$ cat src/core/sar_seq_map.vh
// Register map, field positions, reset values and timing of the sequencer.
// Assumes inclusion by bare name from every design file that needs it.
`ifndef SAR_SEQ_MAP_VH
`define SAR_SEQ_MAP_VH

// Register byte offsets
`define OFS_CONTROL 12'h000
`define OFS_SPAN_CFG 12'h004
`define OFS_STATUS 12'h008
`define OFS_SPAN_ACTIVE 12'h00c
`define OFS_CONV_COUNT 12'h010
`define OFS_RESULT_BASE 12'h020
`define OFS_RESULT_LAST 12'h03c

// Control fields
`define CTL_POWER_DOWN 0
`define CTL_LANES_LO 1
`define CTL_LANES_HI 3
`define CTL_RESET 32'h0000_0000

// Status fields
`define ST_BUSY 0
`define ST_DONE 1
`define ST_LVDS 2
`define ST_POWER_DOWN 3
`define ST_LANES_LO 4
`define ST_LANES_HI 7

// Span configuration word, three bits per channel
`define SPAN_BITS 3
`define SPAN_WORD_BITS 24
`define SPAN_RESET 24'hff_ffff
`define SPAN_DISABLED 3'h0

// Conversion data
`define CODE_BITS 18
`define CHANNELS 8

// Internal conversion clock: pclk cycles per comparator decision
`define CONV_DIV 4

`endif

$ cat src/core/octal_sar_conversion_sequencer.v
// Conversion sequencer of an eight-channel simultaneous-sampling SAR core.
// Assumes APB master on pclk; comparator and strobe synchronous to pclk.
//
// The APB register port and the placing of the registers are this design's own decisions.
`timescale 1ns/1ps
`include "sar_seq_map.vh"

module octal_sar_conversion_sequencer #(
   parameter CH = `CHANNELS,
   parameter W = `CODE_BITS,
   parameter CONV_DIV = `CONV_DIV
) (
   // APB slave
   input wire pclk,
   input wire presetn,
   input wire psel,
   input wire penable,
   input wire pwrite,
   input wire [11:0] paddr,
   input wire [31:0] pwdata,
   output reg [31:0] prdata,
   output reg pready,
   output reg pslverr,
   // Conversion control and analog core
   input wire convert_strobe,
   input wire comparator_high,
   input wire lvds_mode,
   output reg [CH-1:0] sample_track_q,
   output reg [W-1:0] charge_redistribution_dac_q,
   output reg [2:0] dac_channel_q,
   output reg dac_active_q,
   output reg core_power_down_q,
   // Readout side
   output reg [3:0] output_lanes_q,
   output reg results_ready_q,
   output reg busy_q
);

   localparam ST_ACQUIRE = 2'd0;
   localparam ST_CONVERT = 2'd1;
   localparam ST_PREPARE = 2'd2;

   localparam [2:0] LAST_CH = 3'd7;

   // Register state
   reg [31:0] control_q;
   reg [`SPAN_WORD_BITS-1:0] span_cfg_q;
   reg [`SPAN_WORD_BITS-1:0] span_act_q;
   reg [31:0] conv_count_q;
   reg done_q;
   reg [W-1:0] raw_q [0:CH-1];
   reg [W-1:0] result_q [0:CH-1];

   // Sequencer state
   reg [1:0] state_q;
   reg [2:0] ch_q;
   reg strobe_prev_q;
   reg sar_start_q;
   reg [7:0] div_q;
   reg step_en_q;

   wire [W-1:0] sar_trial;
   wire sar_busy;
   wire sar_done;
   wire [W-1:0] coded;

   reg [31:0] rd_data;
   reg rd_hit;
   reg [3:0] next_ch;
   reg [3:0] first_ch;
   integer i;

   wire apb_access = psel && penable && pready;
   wire wr_en = apb_access && pwrite;
   wire strobe_rise = convert_strobe && !strobe_prev_q;
   wire power_down = control_q[`CTL_POWER_DOWN];

   function [`SPAN_BITS-1:0] span_of;
      input [`SPAN_WORD_BITS-1:0] word;
      input [2:0] ch;
      begin
         span_of = word[ch*`SPAN_BITS +: `SPAN_BITS];
      end
   endfunction

   function ch_enabled;
      input [`SPAN_WORD_BITS-1:0] word;
      input [2:0] ch;
      begin
         ch_enabled = (span_of(word, ch) != `SPAN_DISABLED);
      end
   endfunction

   // First enabled channel at or after the given one; 8 means none left
   function [3:0] find_next;
      input [`SPAN_WORD_BITS-1:0] word;
      input [3:0] from;
      integer k;
      begin
         find_next = 4'd8;
         for (k = CH - 1; k >= 0; k = k - 1) begin
            if (k >= from && ch_enabled(word, k[2:0])) begin
               find_next = k[3:0];
            end
         end
      end
   endfunction

   // Internal conversion clock as an enable pulse
   always @(posedge pclk or negedge presetn) begin
      if (!presetn) begin
         div_q <= 8'h00;
         step_en_q <= 1'b0;
      end else if (state_q != ST_CONVERT) begin
         div_q <= 8'h00;
         step_en_q <= 1'b0;
      end else if (div_q == CONV_DIV[7:0] - 8'h01) begin
         div_q <= 8'h00;
         step_en_q <= 1'b1;
      end else begin
         div_q <= div_q + 8'h01;
         step_en_q <= 1'b0;
      end
   end

   sar_search #(
      .W(W)
   ) u_search (
      .clk(pclk),
      .rst_n(presetn),
      .start(sar_start_q),
      .step_en(step_en_q),
      .cmp_high(comparator_high),
      .trial_q(sar_trial),
      .busy_q(sar_busy),
      .done_q(sar_done)
   );

   output_coder #(
      .W(W)
   ) u_coder (
      .span(span_of(span_act_q, ch_q)),
      .raw(raw_q[ch_q]),
      .code(coded)
   );

   always @* begin
      next_ch = find_next(span_act_q, {1'b0, ch_q} + 4'd1);
      first_ch = find_next(span_cfg_q, 4'd0);
   end

   // Conversion sequencer
   always @(posedge pclk or negedge presetn) begin
      if (!presetn) begin
         state_q <= ST_ACQUIRE;
         ch_q <= 3'd0;
         strobe_prev_q <= 1'b0;
         sar_start_q <= 1'b0;
         span_act_q <= `SPAN_RESET;
         conv_count_q <= 32'h0000_0000;
         for (i = 0; i < CH; i = i + 1) begin
            raw_q[i] <= {W{1'b0}};
            result_q[i] <= {W{1'b0}};
         end
      end else begin
         strobe_prev_q <= convert_strobe;
         sar_start_q <= 1'b0;
         case (state_q)
            ST_ACQUIRE: begin
               // Strobe is ignored while powered down
               if (strobe_rise && !power_down) begin
                  span_act_q <= span_cfg_q;
                  conv_count_q <= conv_count_q + 32'h0000_0001;
                  if (first_ch == 4'd8) begin
                     ch_q <= 3'd0;
                     state_q <= ST_PREPARE;
                  end else begin
                     ch_q <= first_ch[2:0];
                     sar_start_q <= 1'b1;
                     state_q <= ST_CONVERT;
                  end
               end
            end
            ST_CONVERT: begin
               if (sar_done) begin
                  raw_q[ch_q] <= sar_trial;
                  if (next_ch == 4'd8) begin
                     ch_q <= 3'd0;
                     state_q <= ST_PREPARE;
                  end else begin
                     ch_q <= next_ch[2:0];
                     sar_start_q <= 1'b1;
                  end
               end
            end
            ST_PREPARE: begin
               // One channel coded per cycle; results change one at a time, channel 0 first
               result_q[ch_q] <= coded;
               if (ch_q == LAST_CH) begin
                  ch_q <= 3'd0;
                  state_q <= ST_ACQUIRE;
               end else begin
                  ch_q <= ch_q + 3'd1;
               end
            end
            default: begin
               state_q <= ST_ACQUIRE;
            end
         endcase
      end
   end

   // Analog core and readout-side outputs
   always @(posedge pclk or negedge presetn) begin
      if (!presetn) begin
         sample_track_q <= {CH{1'b0}};
         charge_redistribution_dac_q <= {W{1'b0}};
         dac_channel_q <= 3'd0;
         dac_active_q <= 1'b0;
         core_power_down_q <= 1'b0;
         output_lanes_q <= 4'd1;
         results_ready_q <= 1'b0;
         busy_q <= 1'b0;
      end else begin
         if (state_q == ST_ACQUIRE && !power_down &&
             !(strobe_rise)) begin
            sample_track_q <= {CH{1'b1}};
         end else begin
            sample_track_q <= {CH{1'b0}};
         end
         charge_redistribution_dac_q <= sar_trial;
         dac_channel_q <= ch_q;
         dac_active_q <= sar_busy;
         core_power_down_q <= power_down && state_q == ST_ACQUIRE;
         if (lvds_mode) begin
            output_lanes_q <= 4'd1;
         end else begin
            output_lanes_q <= {1'b0, control_q[`CTL_LANES_HI:`CTL_LANES_LO]}
                              + 4'd1;
         end
         results_ready_q <= state_q == ST_PREPARE && ch_q == LAST_CH;
         busy_q <= state_q != ST_ACQUIRE;
      end
   end

   // Read mux
   always @* begin
      rd_data = 32'h0000_0000;
      rd_hit = 1'b1;
      case (paddr)
         `OFS_CONTROL: rd_data = control_q;
         `OFS_SPAN_CFG: rd_data = {8'h00, span_cfg_q};
         `OFS_STATUS: begin
            rd_data[`ST_BUSY] = busy_q;
            rd_data[`ST_DONE] = done_q;
            rd_data[`ST_LVDS] = lvds_mode;
            rd_data[`ST_POWER_DOWN] = power_down;
            rd_data[`ST_LANES_HI:`ST_LANES_LO] = output_lanes_q;
         end
         `OFS_SPAN_ACTIVE: rd_data = {8'h00, span_act_q};
         `OFS_CONV_COUNT: rd_data = conv_count_q;
         default: begin
            if (paddr >= `OFS_RESULT_BASE && paddr <= `OFS_RESULT_LAST &&
                paddr[1:0] == 2'b00) begin
               rd_data = {{(32-W){1'b0}}, result_q[paddr[4:2]]};
            end else begin
               rd_hit = 1'b0;
            end
         end
      endcase
   end

   // APB slave: one wait state, ready one cycle after penable rises
   always @(posedge pclk or negedge presetn) begin
      if (!presetn) begin
         prdata <= 32'h0000_0000;
         pready <= 1'b0;
         pslverr <= 1'b0;
      end else begin
         if (psel && penable && !pready) begin
            pready <= 1'b1;
            pslverr <= !rd_hit;
            prdata <= pwrite ? 32'h0000_0000 : rd_data;
         end else begin
            pready <= 1'b0;
            pslverr <= 1'b0;
            prdata <= 32'h0000_0000;
         end
      end
   end

   // Software-written registers; done flag set wins over its clear
   always @(posedge pclk or negedge presetn) begin
      if (!presetn) begin
         control_q <= `CTL_RESET;
         span_cfg_q <= `SPAN_RESET;
         done_q <= 1'b0;
      end else begin
         if (wr_en && paddr == `OFS_CONTROL) begin
            control_q <= {28'h000_0000, pwdata[3:0]};
         end
         if (wr_en && paddr == `OFS_SPAN_CFG) begin
            span_cfg_q <= pwdata[`SPAN_WORD_BITS-1:0];
         end
         if (state_q == ST_PREPARE && ch_q == LAST_CH) begin
            done_q <= 1'b1;
         end else if (wr_en && paddr == `OFS_STATUS && pwdata[`ST_DONE]) begin
            done_q <= 1'b0;
         end
      end
   end

endmodule

$ cat src/core/output_coder.v
// Turns a raw offset-binary search result into the channel's output code.
// Assumes the raw code spans the channel's whole full-scale range.
`timescale 1ns/1ps
`include "sar_seq_map.vh"

module output_coder #(
   parameter W = `CODE_BITS
) (
   // Range and raw result
   input wire [`SPAN_BITS-1:0] span,
   input wire [W-1:0] raw,
   // Formatted code
   output reg [W-1:0] code
);

   // Ranges 7, 6, 3 and 2 are the bipolar ones
   function is_bipolar;
      input [`SPAN_BITS-1:0] s;
      begin
         is_bipolar = s[1];
      end
   endfunction

   always @* begin
      if (span == `SPAN_DISABLED) begin
         code = {W{1'b0}};
      end else if (is_bipolar(span)) begin
         code = {~raw[W-1], raw[W-2:0]};
      end else begin
         code = raw;
      end
   end

endmodule

$ cat src/core/sar_search.v
// One successive approximation search over a binary-weighted charge DAC.
// Assumes the comparator input settles within one step_en period.
`timescale 1ns/1ps
`include "sar_seq_map.vh"

module sar_search #(
   parameter W = `CODE_BITS
) (
   // Clock and reset
   input wire clk,
   input wire rst_n,
   // Control
   input wire start,
   input wire step_en,
   input wire cmp_high,
   // Search state
   output reg [W-1:0] trial_q,
   output reg busy_q,
   output reg done_q
);

   reg [W-1:0] mask_q;
   reg [W-1:0] kept;

   // Weight under test is dropped when the sample lies below the trial
   always @* begin
      kept = cmp_high ? trial_q : (trial_q & ~mask_q);
   end

   always @(posedge clk or negedge rst_n) begin
      if (!rst_n) begin
         trial_q <= {W{1'b0}};
         mask_q <= {W{1'b0}};
         busy_q <= 1'b0;
         done_q <= 1'b0;
      end else begin
         done_q <= 1'b0;
         if (start) begin
            trial_q <= {1'b1, {(W-1){1'b0}}};
            mask_q <= {1'b1, {(W-1){1'b0}}};
            busy_q <= 1'b1;
         end else if (busy_q && step_en) begin
            if (mask_q[0]) begin
               trial_q <= kept;
               busy_q <= 1'b0;
               done_q <= 1'b1;
            end else begin
               trial_q <= kept | (mask_q >> 1);
               mask_q <= mask_q >> 1;
            end
         end
      end
   end

endmodule

$ cat config.mk
export PLATFORM = sky130hd
export DESIGN_NAME = octal_sar_conversion_sequencer
export DESIGN_NICKNAME = d
export VERILOG_FILES = /design/src/core/octal_sar_conversion_sequencer.v /design/src/core/output_coder.v /design/src/core/sar_search.v
export VERILOG_INCLUDE_DIRS = /design/src /design/src/core
export SDC_FILE = /design/constraint.sdc
export NUM_CORES = 1
export LEC_CHECK = 0
export ABC_AREA = 1
export BUFFER_PORTS_ARGS = -buffer_cell sky130_fd_sc_hd__buf_2
export CAP_MARGIN = 25
export CORE_ASPECT_RATIO = 1.75
export CORE_MARGIN = 3
export CORE_UTILIZATION = 42
export CTS_CLUSTER_SIZE = 20
export DETAILED_ROUTE_END_ITERATION = 10
export PLACE_DENSITY = 0.55
export SYNTH_ARGS = -nofsm -noshare
export SYNTH_HDL_FRONTEND = slang
export SYNTH_SLANG_ARGS = --single-unit
$ cat constraint.sdc
create_clock -name pclk -period 3.7 [get_ports pclk]
set_clock_uncertainty 0.15 [all_clocks]
set_input_delay 0.185 -clock pclk [delete_from_list [all_inputs] [get_ports pclk]]
set_output_delay 0.185 -clock pclk [all_outputs]
set_load 0.02 [all_outputs]
# --- Word-level counts from Yosys, hierarchy flattened ---
# Cells that the tools add are included.
classes:
  order_cmp: 13
  bitwise: 6
  n_mul: 1
  reduce_logical: 64
  n_shift: 1
  addsub: 5
  mux: 75
  eq_ne: 16
ops:
  columns: ["cell", "n"]
  rows:
  - ["$bwmux 144", 2]
  - ["$mux 18", 15]
  - ["$bmux 18 s3", 2]
  - ["$pmux 24 s4", 1]
  - ["$mux 4", 17]
  - ["$mux 32", 2]
  - ["$demux 18 s3", 1]
  - ["$reduce_bool 3->1", 17]
  - ["$pmux 8 s5", 1]
  - ["$add 32x1->32 const B", 1]
  - ["$logic_and 1x1->1", 26]
  - ["$eq 12x4->1 const B", 2]
  - ["$mux 8", 3]
  - ["$shiftx 24x6->3", 1]
  - ["$and 18x18->18", 1]
  - ["$mux 1", 18]
  - ["$not 18->18", 1]
  - ["$or 18x17->18", 1]
  - ["$ge 3x4->1 const A", 4]
  - ["$mux 3", 5]
  - ["$eq 12x3->1 const B", 1]
  - ["$eq 12x5->1 const B", 1]
  - ["$ge 12x6->1 const B", 1]
  - ["$le 12x6->1 const B", 1]
  - ["31 further kinds", 56]
totals:
  reg_bits: 498
  input_bits: 52
  output_inout_bits: 71
  word_cells: 224

# --- Longest topological paths before layout ---
# Gate-level depths: netlist (run 1).
logic_depth:
  word_depth: 15
  ltp_mapped: 16
  mapped_depth_nobuf: 15

# --- Cells and area by module ---
# From an unflattened synthesis (run 1), not the netlist that was laid out.
unflattened:
  hier_cells: 2485
  hier_area_um2: 21685.8
by_module_without_submodules:
  columns: ["mod", "area_per_inst_um2", "n_inst", "seq_area_each_um2", "cells_per_inst"]
  rows:
  - ["octal_sar_conversion_sequencer", 19852.8, 1, 11397.2, 2244]
  - ["sar_search", 1602.8, 1, 950.9, 197]
  - ["output_coder", 230.2, 1, 0.0, 44]

# --- Worst setup path before layout (run 1) ---
# No wires, ideal clock.
synth_path:
  path_type: "register -> register"
  startpoint: "register state_q[0]"
  endpoint: "register conv_count_q[26]"
  period_less_slack_ps: 2066
  n_path_buf: 0
  setup_time_ps: 123
  slack_ps: 1634
  path_stages_with_launch: 11
  arrival_ps: 1793
  required_ps: 3427
  cell_sequence: "dfrtp_1 -> inv_1 -> ha_1 -> nand3_1 -> nor2_1 -> nand3_1 -> nor2_1 -> nand3_1 -> nor2_1 -> nand2_1 -> xor2_1"
synth_between:
  elab_chain_len: 2
synth_rtl:
  columns: ["item", "line_no", "rtl"]
  rows:
  - ["start, declared", "octal_sar_conversion_sequencer.v:55", "reg [1:0] state_q;"]
  - ["start signal, assigned", "octal_sar_conversion_sequencer.v:155", "state_q <= ST_ACQUIRE;"]
  - ["start signal, assigned", "octal_sar_conversion_sequencer.v:176", "state_q <= ST_PREPARE;"]
  - ["start signal, assigned", "octal_sar_conversion_sequencer.v:180", "state_q <= ST_CONVERT;"]
  - ["$logic_not 2->1", "octal_sar_conversion_sequencer.v:168", "case (state_q)"]
  - ["$reduce_and 2->1 (no source line)", null, null]
  - ["end signal, assigned", "octal_sar_conversion_sequencer.v:173", "conv_count_q <= conv_count_q + 32'h0000_0001;"]
  - ["end, declared", "octal_sar_conversion_sequencer.v:49", "reg [31:0] conv_count_q;"]
# No other way between the ends.
# A chain may end at the register's enable or synchronous reset.

# --- Final worst setup path (run 1) ---
layout_path:
  startpoint: "register ch_q[1]"
  endpoint: "register result_q[4] in the netlist's numbering"
layout_between:
  elab_chain_len: 7
  word_cells_on_any_way: 15
  classes_between: "1 x mul; 2 x order compare; 1 x shift; 8 x mux; 1 x bitwise; 2 x reduce/logical"
layout_rtl:
  columns: ["item", "line_no", "rtl"]
  rows:
  - ["start, declared", "octal_sar_conversion_sequencer.v:56", "reg [2:0] ch_q;"]
  - ["start signal, assigned", "octal_sar_conversion_sequencer.v:178", "ch_q <= first_ch[2:0];"]
  - ["start signal, assigned", "octal_sar_conversion_sequencer.v:191", "ch_q <= next_ch[2:0];"]
  - ["start signal, assigned", "octal_sar_conversion_sequencer.v:203", "ch_q <= ch_q + 3'd1;"]
  - ["parallel branches: the longest is 6 deep, another holds $mul 3x2->5", null, null]
  - ["$bwmux 144 (*)", "octal_sar_conversion_sequencer.v:198", "result_q[ch_q] <= coded;"]
  - ["end signal, assigned by index", "octal_sar_conversion_sequencer.v:163", "result_q[i] <= {W{1'b0}};"]
  - ["end signal, assigned by index", "octal_sar_conversion_sequencer.v:198", null]
  - ["end, declared", "octal_sar_conversion_sequencer.v:52", "reg [W-1:0] result_q [0:CH-1];"]
# Mark *: on every way between the ends. The select of a mux whose other input is x is not followed.

==> results of run 1 <==
metrics by stage:
stage          utilization, %  instance area [sq um]  std cells  total power, mW  hold WS [ns]
2_1_floorplan               -                  21700       2490             7.47        -0.261
3_3_place_gp             45.6                  23200       3217             8.63         0.160
3_5_place_dp             45.6                  23200       3217             8.67         0.159
4_1_cts                  49.5                  25200       3335             13.9        0.0265
5_1_grt                  49.5                  25200       3335             14.4        0.0767
6_report                 49.5                  25200       3337             13.8        0.0682
layer usage:
layer	global-route usage, %	wire (um)	vias to the layer above
met2	44.9	35100	602
met1	29.7	26800	8866
met5	0	0	-
met4	10.4	2920	0
met3	3.19	3300	145
li1	-	-	8482
area by class of cell:
cell class | instances | area, sq um | share of cell area (%)
clock buffers | 70 | 1410 | 5.61
inverters | 226 | 851 | 3.38
well taps | 666 | 833 | 3.31
diodes | 2 | 5.00 | 0.0199
clock inverters | 18 | 255 | 1.01
multi-input cells | 1655 | 8030 | 31.9
repair buffers | 209 | 1460 | 5.78
flip-flops and latches | 491 | 12300 | 49.0
sequential cells by signal (all words and copies together) (netlist names), 4 cells and up:
| register | cells |
|---|---|
| ch_enabled.word | 24 |
| charge_redistribution_dac_q | 18 |
| control_q | 4 |
| conv_count_q | 32 |
| div_q | 8 |
| output_lanes_q | 4 |
| prdata | 32 |
| raw_q | 144 |
| result_q | 144 |
| span_act_q | 24 |
| u_search.mask_q | 18 |
| u_search.trial_q | 18 |
placed cells by master, fill, tap and decap left out, types with 12 or more instances in the layout:
master | Yosys | final
a21oi_1 | 70 | 70
buf_2 | 29 | 113
buf_4 | 12 | 58
clkbuf_16 | 0 | 48
clkbuf_8 | 0 | 13
dfrtp_1 | 442 | 442
dfstp_2 | 49 | 49
dlygate4sd3_1 | 0 | 30
ha_1 | 12 | 12
inv_1 | 210 | 210
mux2_2 | 20 | 20
nand2_1 | 638 | 638
nand3_1 | 196 | 196
nand4_1 | 13 | 13
nor2_1 | 175 | 173
nor2_2 | 11 | 13
nor3_1 | 42 | 42
o21ai_0 | 227 | 227
o22ai_1 | 159 | 159
xor2_1 | 30 | 30
logic make-up after synthesis:
group                    count (synthesis)
multiplexers                            20
adder cells (fa/ha/maj)                 12
AO/OA/AOI/OAI                          482
XOR/XNOR                                35
flip-flops                             491
AND/OR/NAND/NOR                       1106
buffers and inverters                  344
path summary, 6_finish.rpt:
path,from,slack (ns),end,cells past startpoint
worst max-delay path,ch_q[1],0.69,result_q[4],10
worst min-delay path,paddr[5],0.07,done_q,6
worst max register to register,ch_q[1],0.69,result_q[4],10
worst min register to register,u_search.trial_q[2],0.23,charge_redistribution_dac_q[2],0
max in group asynchronous,presetn,2.31,raw_q[36],3
min in group asynchronous,presetn,0.14,conv_count_q[23],2
timing repair:
action | in CTS | in global routing
hold buffers | 30 | 0
setup buffers | 0 | 0
endpoints found under the hold margin | 126 | 0
report_power, final:
part | internal, mW | switching, mW
sequential | 5.63 | 0.205
clock | 3.02 | 2.15
combinational | 0.672 | 2.11
critical path, cell delays in order (launching register included):
cell	delay (ns)
dfrtp_1	0.64
nor2_1	0.16
nand2_2	0.34
inv_2	0.13
a21oi_1	0.17
nand2_1	0.08
nor2_1	0.22
nand3_4	0.45
buf_12	0.36
nand3_1	0.10
nand2_1	0.06
==> run_results.csv, run 1 <==
group,metric,value,unit
yosys,yosys.area.top_type,"dfrtp_1",
timing,maxClockFrequency,332,MHz
clock_tree,cts.repair.resized,0,
yosys,synthesis.area,0.0217,sq mm
cells_and_area,drive_gt1_share,13.8,%
routing,route.antenna.remaining_nets,0,
clock_tree,clock_path_buffers,3,
yosys,synth.net_count,2554,
routing,vias_per_cell,5.42,
floorplan,chipWidth,178,um
routing,firstDrtPassIters,6,
yosys,postSynthRegisterBits,491,
pwr,power_density,547,mW/mm^2
yosys,synth_adder_area_share,0.690,%
grt,number_of_global_route_vias_before_repair,18400,
grt,globalRouteTotalUtil,25.0,%
routing,drt_wl_total,68.2,mm
place,dp.final_hpwl,44.8,mm
yosys,synth_common_cells,"nand2_1 (638), dfrtp_1 (442), o21ai_0 (227)",
grt,number_of_antenna_violations_at_the_first_check_in_global_routing,1,
routing,vias,18100,
yosys,synth_top_family_by_area,"simple AND/OR/NAND/NOR gates",
yosys,netlist_top_cells_area,"dfrtp_1 (51%), nand2_1 (11%), dfstp_2 (5.9%)",
critical_path,criticalPathCategory,"reg -> reg",
timing,max-slew-margin-rel,36.0,%
yosys,synth-xor-area-share,1.44,%
yosys,synth_enable_flop_cells,0,
yosys,yosysMostFrequentCell,"nand2_1",
yosys,yosys.area.top_type_share,50.9,%
clock_tree,cts_inserted_buffers,48,
grt,grt.overflow.total,0,
yosys,synth.distinct_cells,44,
critical_path,critical_path_peak_fanout,36,
timing,maxSlewViolCount,0,
run,max_cap_viol_count,0,
yosys,yosys.area_share.simple,21.4,%
timing,postLayoutSetupSlackWorst,0.692,ns
place,port_buffers,114,
clock_tree,cts_tree,"built",
yosys,synth_sequential_area_ratio,56.8,%
grt,maximum_number_of_pins_on_one_net_before_global_route_repair,111,
cells_and_area,num-nets-final,2695,
timing,setup_viol,0,
floorplan,core-area,0.0509,sq mm
status,outcome,"finished clean",
routing,detail_route.iter0.violations,1600,
clock_tree,htree_depth,2,
floorplan,fp.dieArea,0.0547,sq mm
cells_and_area,areaGrowthSynthToFinish,15.8,%
hold_path,worst_min_path_class,"in -> reg",
yosys,total_of_warnings_raised_by_yosys,0,
timing,final.setup.tns,0,ns
yosys,dominantRegCellSynth,"dfrtp_1",
critical_path,start_kind,"flop",
yosys,synth-async-reset-ratio,100,%
pwr,irDropWorstVdd,0.339,mV
clock_tree,cts_root_buffer,"clkbuf_16",
critical_path,endpoint_kind,"flop",
critical_path,cp.required,4.01,ns
clock_tree,clock_insertion_delay_worst_skew,0.59,ns
critical_path,data_arrival_time_of_the_critical_path,3.32,ns
yosys,complex_gate_fraction_of_the_synthesized_area,12.3,%
timing,final.min_clock_period,3.01,ns
floorplan,standard_cell_rows,109,
timing,fin_crit_sh,81.3,%
timing,worst_pin_slew,0.955,ns
cells_and_area,number_of_filler_cells_placed_in_the_layout,4868,
grt,global_route_wire_length_before_repair,106,mm
place,routabilityCongestion,0.886,
floorplan,initial_utilization,42.8,%
floorplan,ios,123,
yosys,synth.area.mux_share,1.04,%
yosys,synthCells,2490,
place,dpl_worst_slack,0.749,ns
routing,drc,0,
pwr,leakage,12.6,nW
floorplan,fp.dieH,307,um
clock_tree,clk_pin_slew_worst_paths,0.06,ns
yosys,synthesis.area_per_instance,8.73,sq um
timing,grt_setup_unrepaired,"no",
clock_tree,clock_sink_count,491,
timing,final_hold_viol_count,0,
routing,post_drt_wl_per_cell,20.4,um
No activity file was read; power rests on OpenSTA's default activity.
==> inputs of run 2 (changes only) <==
Clock period 3.7 ns to 2.85 ns, I/O delays scaled along.
==> run 2 against run 1 <==
  * Design area up 0.61%
  * Clock power up 22%
  * Largest power group unchanged
  * Sequential share of layout area is 0.30 points lower
  * Total power up 28%
  * Worst hold slack got worse by 0.067 ns
  * Routed wire length is 0.14% higher
  * Non-clock buffer count grew 23
  * Global-route usage up 0.22 points
  * Final cell count grew 0.42%
  * Die area unchanged
  * First-iteration DRC count down 6.8%
==> run_results.csv, run 2 (same netlist as run 1, synthesis figures left out) <==
group,metric,value,unit
status,outcome,"finished clean",
grt,grt.overflow.total,0,
critical_path,worst-path-buf-inv,4,
clock_tree,cts.repair.resized,0,
clock_tree,cts_root_buffer,"clkbuf_16",
pwr,p_int,11.9,mW
pwr,irDropWorstVdd,0.497,mV
critical_path,crit_chain,"inv_2, nand3_1, buf_12, inv_1, a21oi_1, o21ai_0, nor3_1, o21ai_0, inv_1, nand3_1, nand2_1",
timing,final.setup.tns,0,ns
clock_tree,htree_depth,2,
timing,maxClockFrequency,395,MHz
place,dpl_worst_slack,0.311,ns
cells_and_area,layout.cells.most_common,"nand2_1",
timing,fin_crit_sh,88.9,%
timing,postLayoutSetupSlackWorst,0.315,ns
cells_and_area,biggestRegsByFlops,"raw_q: 144 flops, result_q: 144 flops",
clock_tree,clock_insertion_delay_worst_skew,0.58,ns
timing,setup_viol,0,
critical_path,crit-reg2reg-launch,"ch_q[1]",
cells_and_area,areaGrowthSynthToFinish,16.5,%
floorplan,core-area,0.0509,sq mm
critical_path,endpoint_kind,"flop",
timing,final.min_clock_period,2.53,ns
critical_path,critical_path_peak_fanout,19,
timing,worst_pin_slew,0.692,ns
critical_path,crit-reg2reg-capture,"result_q[13]",
clock_tree,cts_tree,"built",
timing,grt_setup_unrepaired,"no",
critical_path,cp_top_family,"buffers and inverters",
place,routabilityCongestion,0.898,
critical_path,cp.required,3.21,ns
cells_and_area,final_util,49.8,%
pwr,power_frac_seq,42.9,%
critical_path,criticalPathCategory,"reg -> reg",
routing,firstDrtPassIters,5,
grt,maximum_number_of_pins_on_one_net_before_global_route_repair,77,
timing,final_hold_viol_count,0,
pwr,total_switching_power,5.75,mW
place,port_buffers,114,
clock_tree,cts_inserted_buffers,47,
place,numPlacedInstances,3240,
timing,maxSlewViolCount,0,
floorplan,initial_utilization,42.8,%
pwr,power_density,696,mW/mm^2
routing,vias,18100,
routing,post_drt_wl_per_cell,20.4,um
cells_and_area,design_area,0.0253,sq mm
grt,number_of_antenna_violations_at_the_first_check_in_global_routing,0,
routing,drc,0,
floorplan,chipWidth,178,um
run,max_cap_viol_count,0,
hold_path,worst_min_path_class,"in -> async",
routing,route.antenna.remaining_nets,0,
routing,drt_wl_total,68.3,mm
critical_path,data_arrival_time_of_the_critical_path,2.89,ns
clock_tree,clock_sink_count,491,
cells_and_area,final_cells,3351,
critical_path,ff2ff_setup_slack,0.32,ns
pwr,power_switching_share,32.6,%
critical_path,start_kind,"flop",
place,detailed_place.area,0.0235,sq mm
clock_tree,clk_pin_slew_worst_paths,0.07,ns
routing,vias_per_cell,5.39,
cells_and_area,number_of_filler_cells_placed_in_the_layout,4883,
floorplan,fp.dieH,307,um
critical_path,max_stage_delay_on_crit_path,0.60,ns
floorplan,standard_cell_rows,109,
clock_tree,clock_path_buffers,3,
routing,detail_route.iter0.violations,1492,
grt,global_route_wire_length_before_repair,107,mm
floorplan,ios,123,
pwr,proportion_of_power_drawn_by_the_clock_network,35.8,%
place,dp.final_hpwl,46.7,mm
cells_and_area,drive_gt1_share,14.2,%
cells_and_area,final_cell_mix,"nand2_1 (638), dfrtp_1 (442), o21ai_0 (227)",
cells_and_area,num-nets-final,2717,
critical_path,cp_slowest_cell,"dfrtp_1",
grt,globalRouteTotalUtil,25.2,%
critical_path,worstRegToRegCells,11,
timing,max-slew-margin-rel,53.9,%
grt,number_of_global_route_vias_before_repair,18200,
pwr,leakage,12.7,nW
floorplan,fp.dieArea,0.0547,sq mm
pwr,combPwrFrac,21.4,%
run 2: worst max-delay path by stage:
stage,startpoint,to,depth (start not counted)
after floorplan,state_q[0],conv_count_q[26],10
after global placement,ch_q[1],result_q[121],11
after detailed placement,ch_q[1],result_q[13],11
after CTS,ch_q[1],result_q[13],11
after global routing,ch_q[1],result_q[121],11
final,ch_q[1],result_q[13],11
run 2: final cells by class:
class / instances / area [sq um] / share of cell area, %
diodes: 1 / 2.50 / 0.00987
clock buffers: 68 / 1400 / 5.52
clock inverters: 12 / 140 / 0.553
inverters: 226 / 851 / 3.36
multi-input cells: 1655 / 8030 / 31.7
flip-flops and latches: 491 / 12300 / 48.7
well taps: 666 / 833 / 3.29
repair buffers: 232 / 1740 / 6.87
run 2: worst register-to-register path: cells and delay by family (launching register included):
family / cells / cell delay, ns
flip-flops: 1 / 0.60
AO/OA/AOI/OAI: 3 / 0.52
AND/OR/NAND/NOR: 4 / 0.53
buffers and inverters: 4 / 0.67
run 2: routing by layer:
metal	share of wire, %	GRT usage [%]
met4	3.6	9.12
met1	39	30.4
met3	4.4	2.80
met5	0	0
met2	53	45.8
run 2: timing repair:
| item | 4_1_cts | 5_1_grt |
|---|---|---|
| endpoints found under the hold margin | 283 | 0 |
| setup buffers | 0 | 0 |
| hold buffers | 30 | 0 |
run 2: stage by stage:
step,power (mW),hold WS [ns]
6_report,17.6,0.00139
5_1_grt,18.4,0.0384
4_1_cts,17.8,0.0161
3_5_place_dp,11.4,0.0299
3_3_place_gp,11.4,0.0211
2_1_floorplan,9.69,-0.303
run 2: power by group through the flow:
stage                     logic [mW]  registers [mW]  clock network (mW)
final                           3.77            7.56                6.30
after global routing            4.12            7.59                6.72
after CTS                       3.78            7.55                6.47
after detailed placement        3.73            7.68                   0
after global placement          3.71            7.67                   0
after floorplan                 2.05            7.64                   0
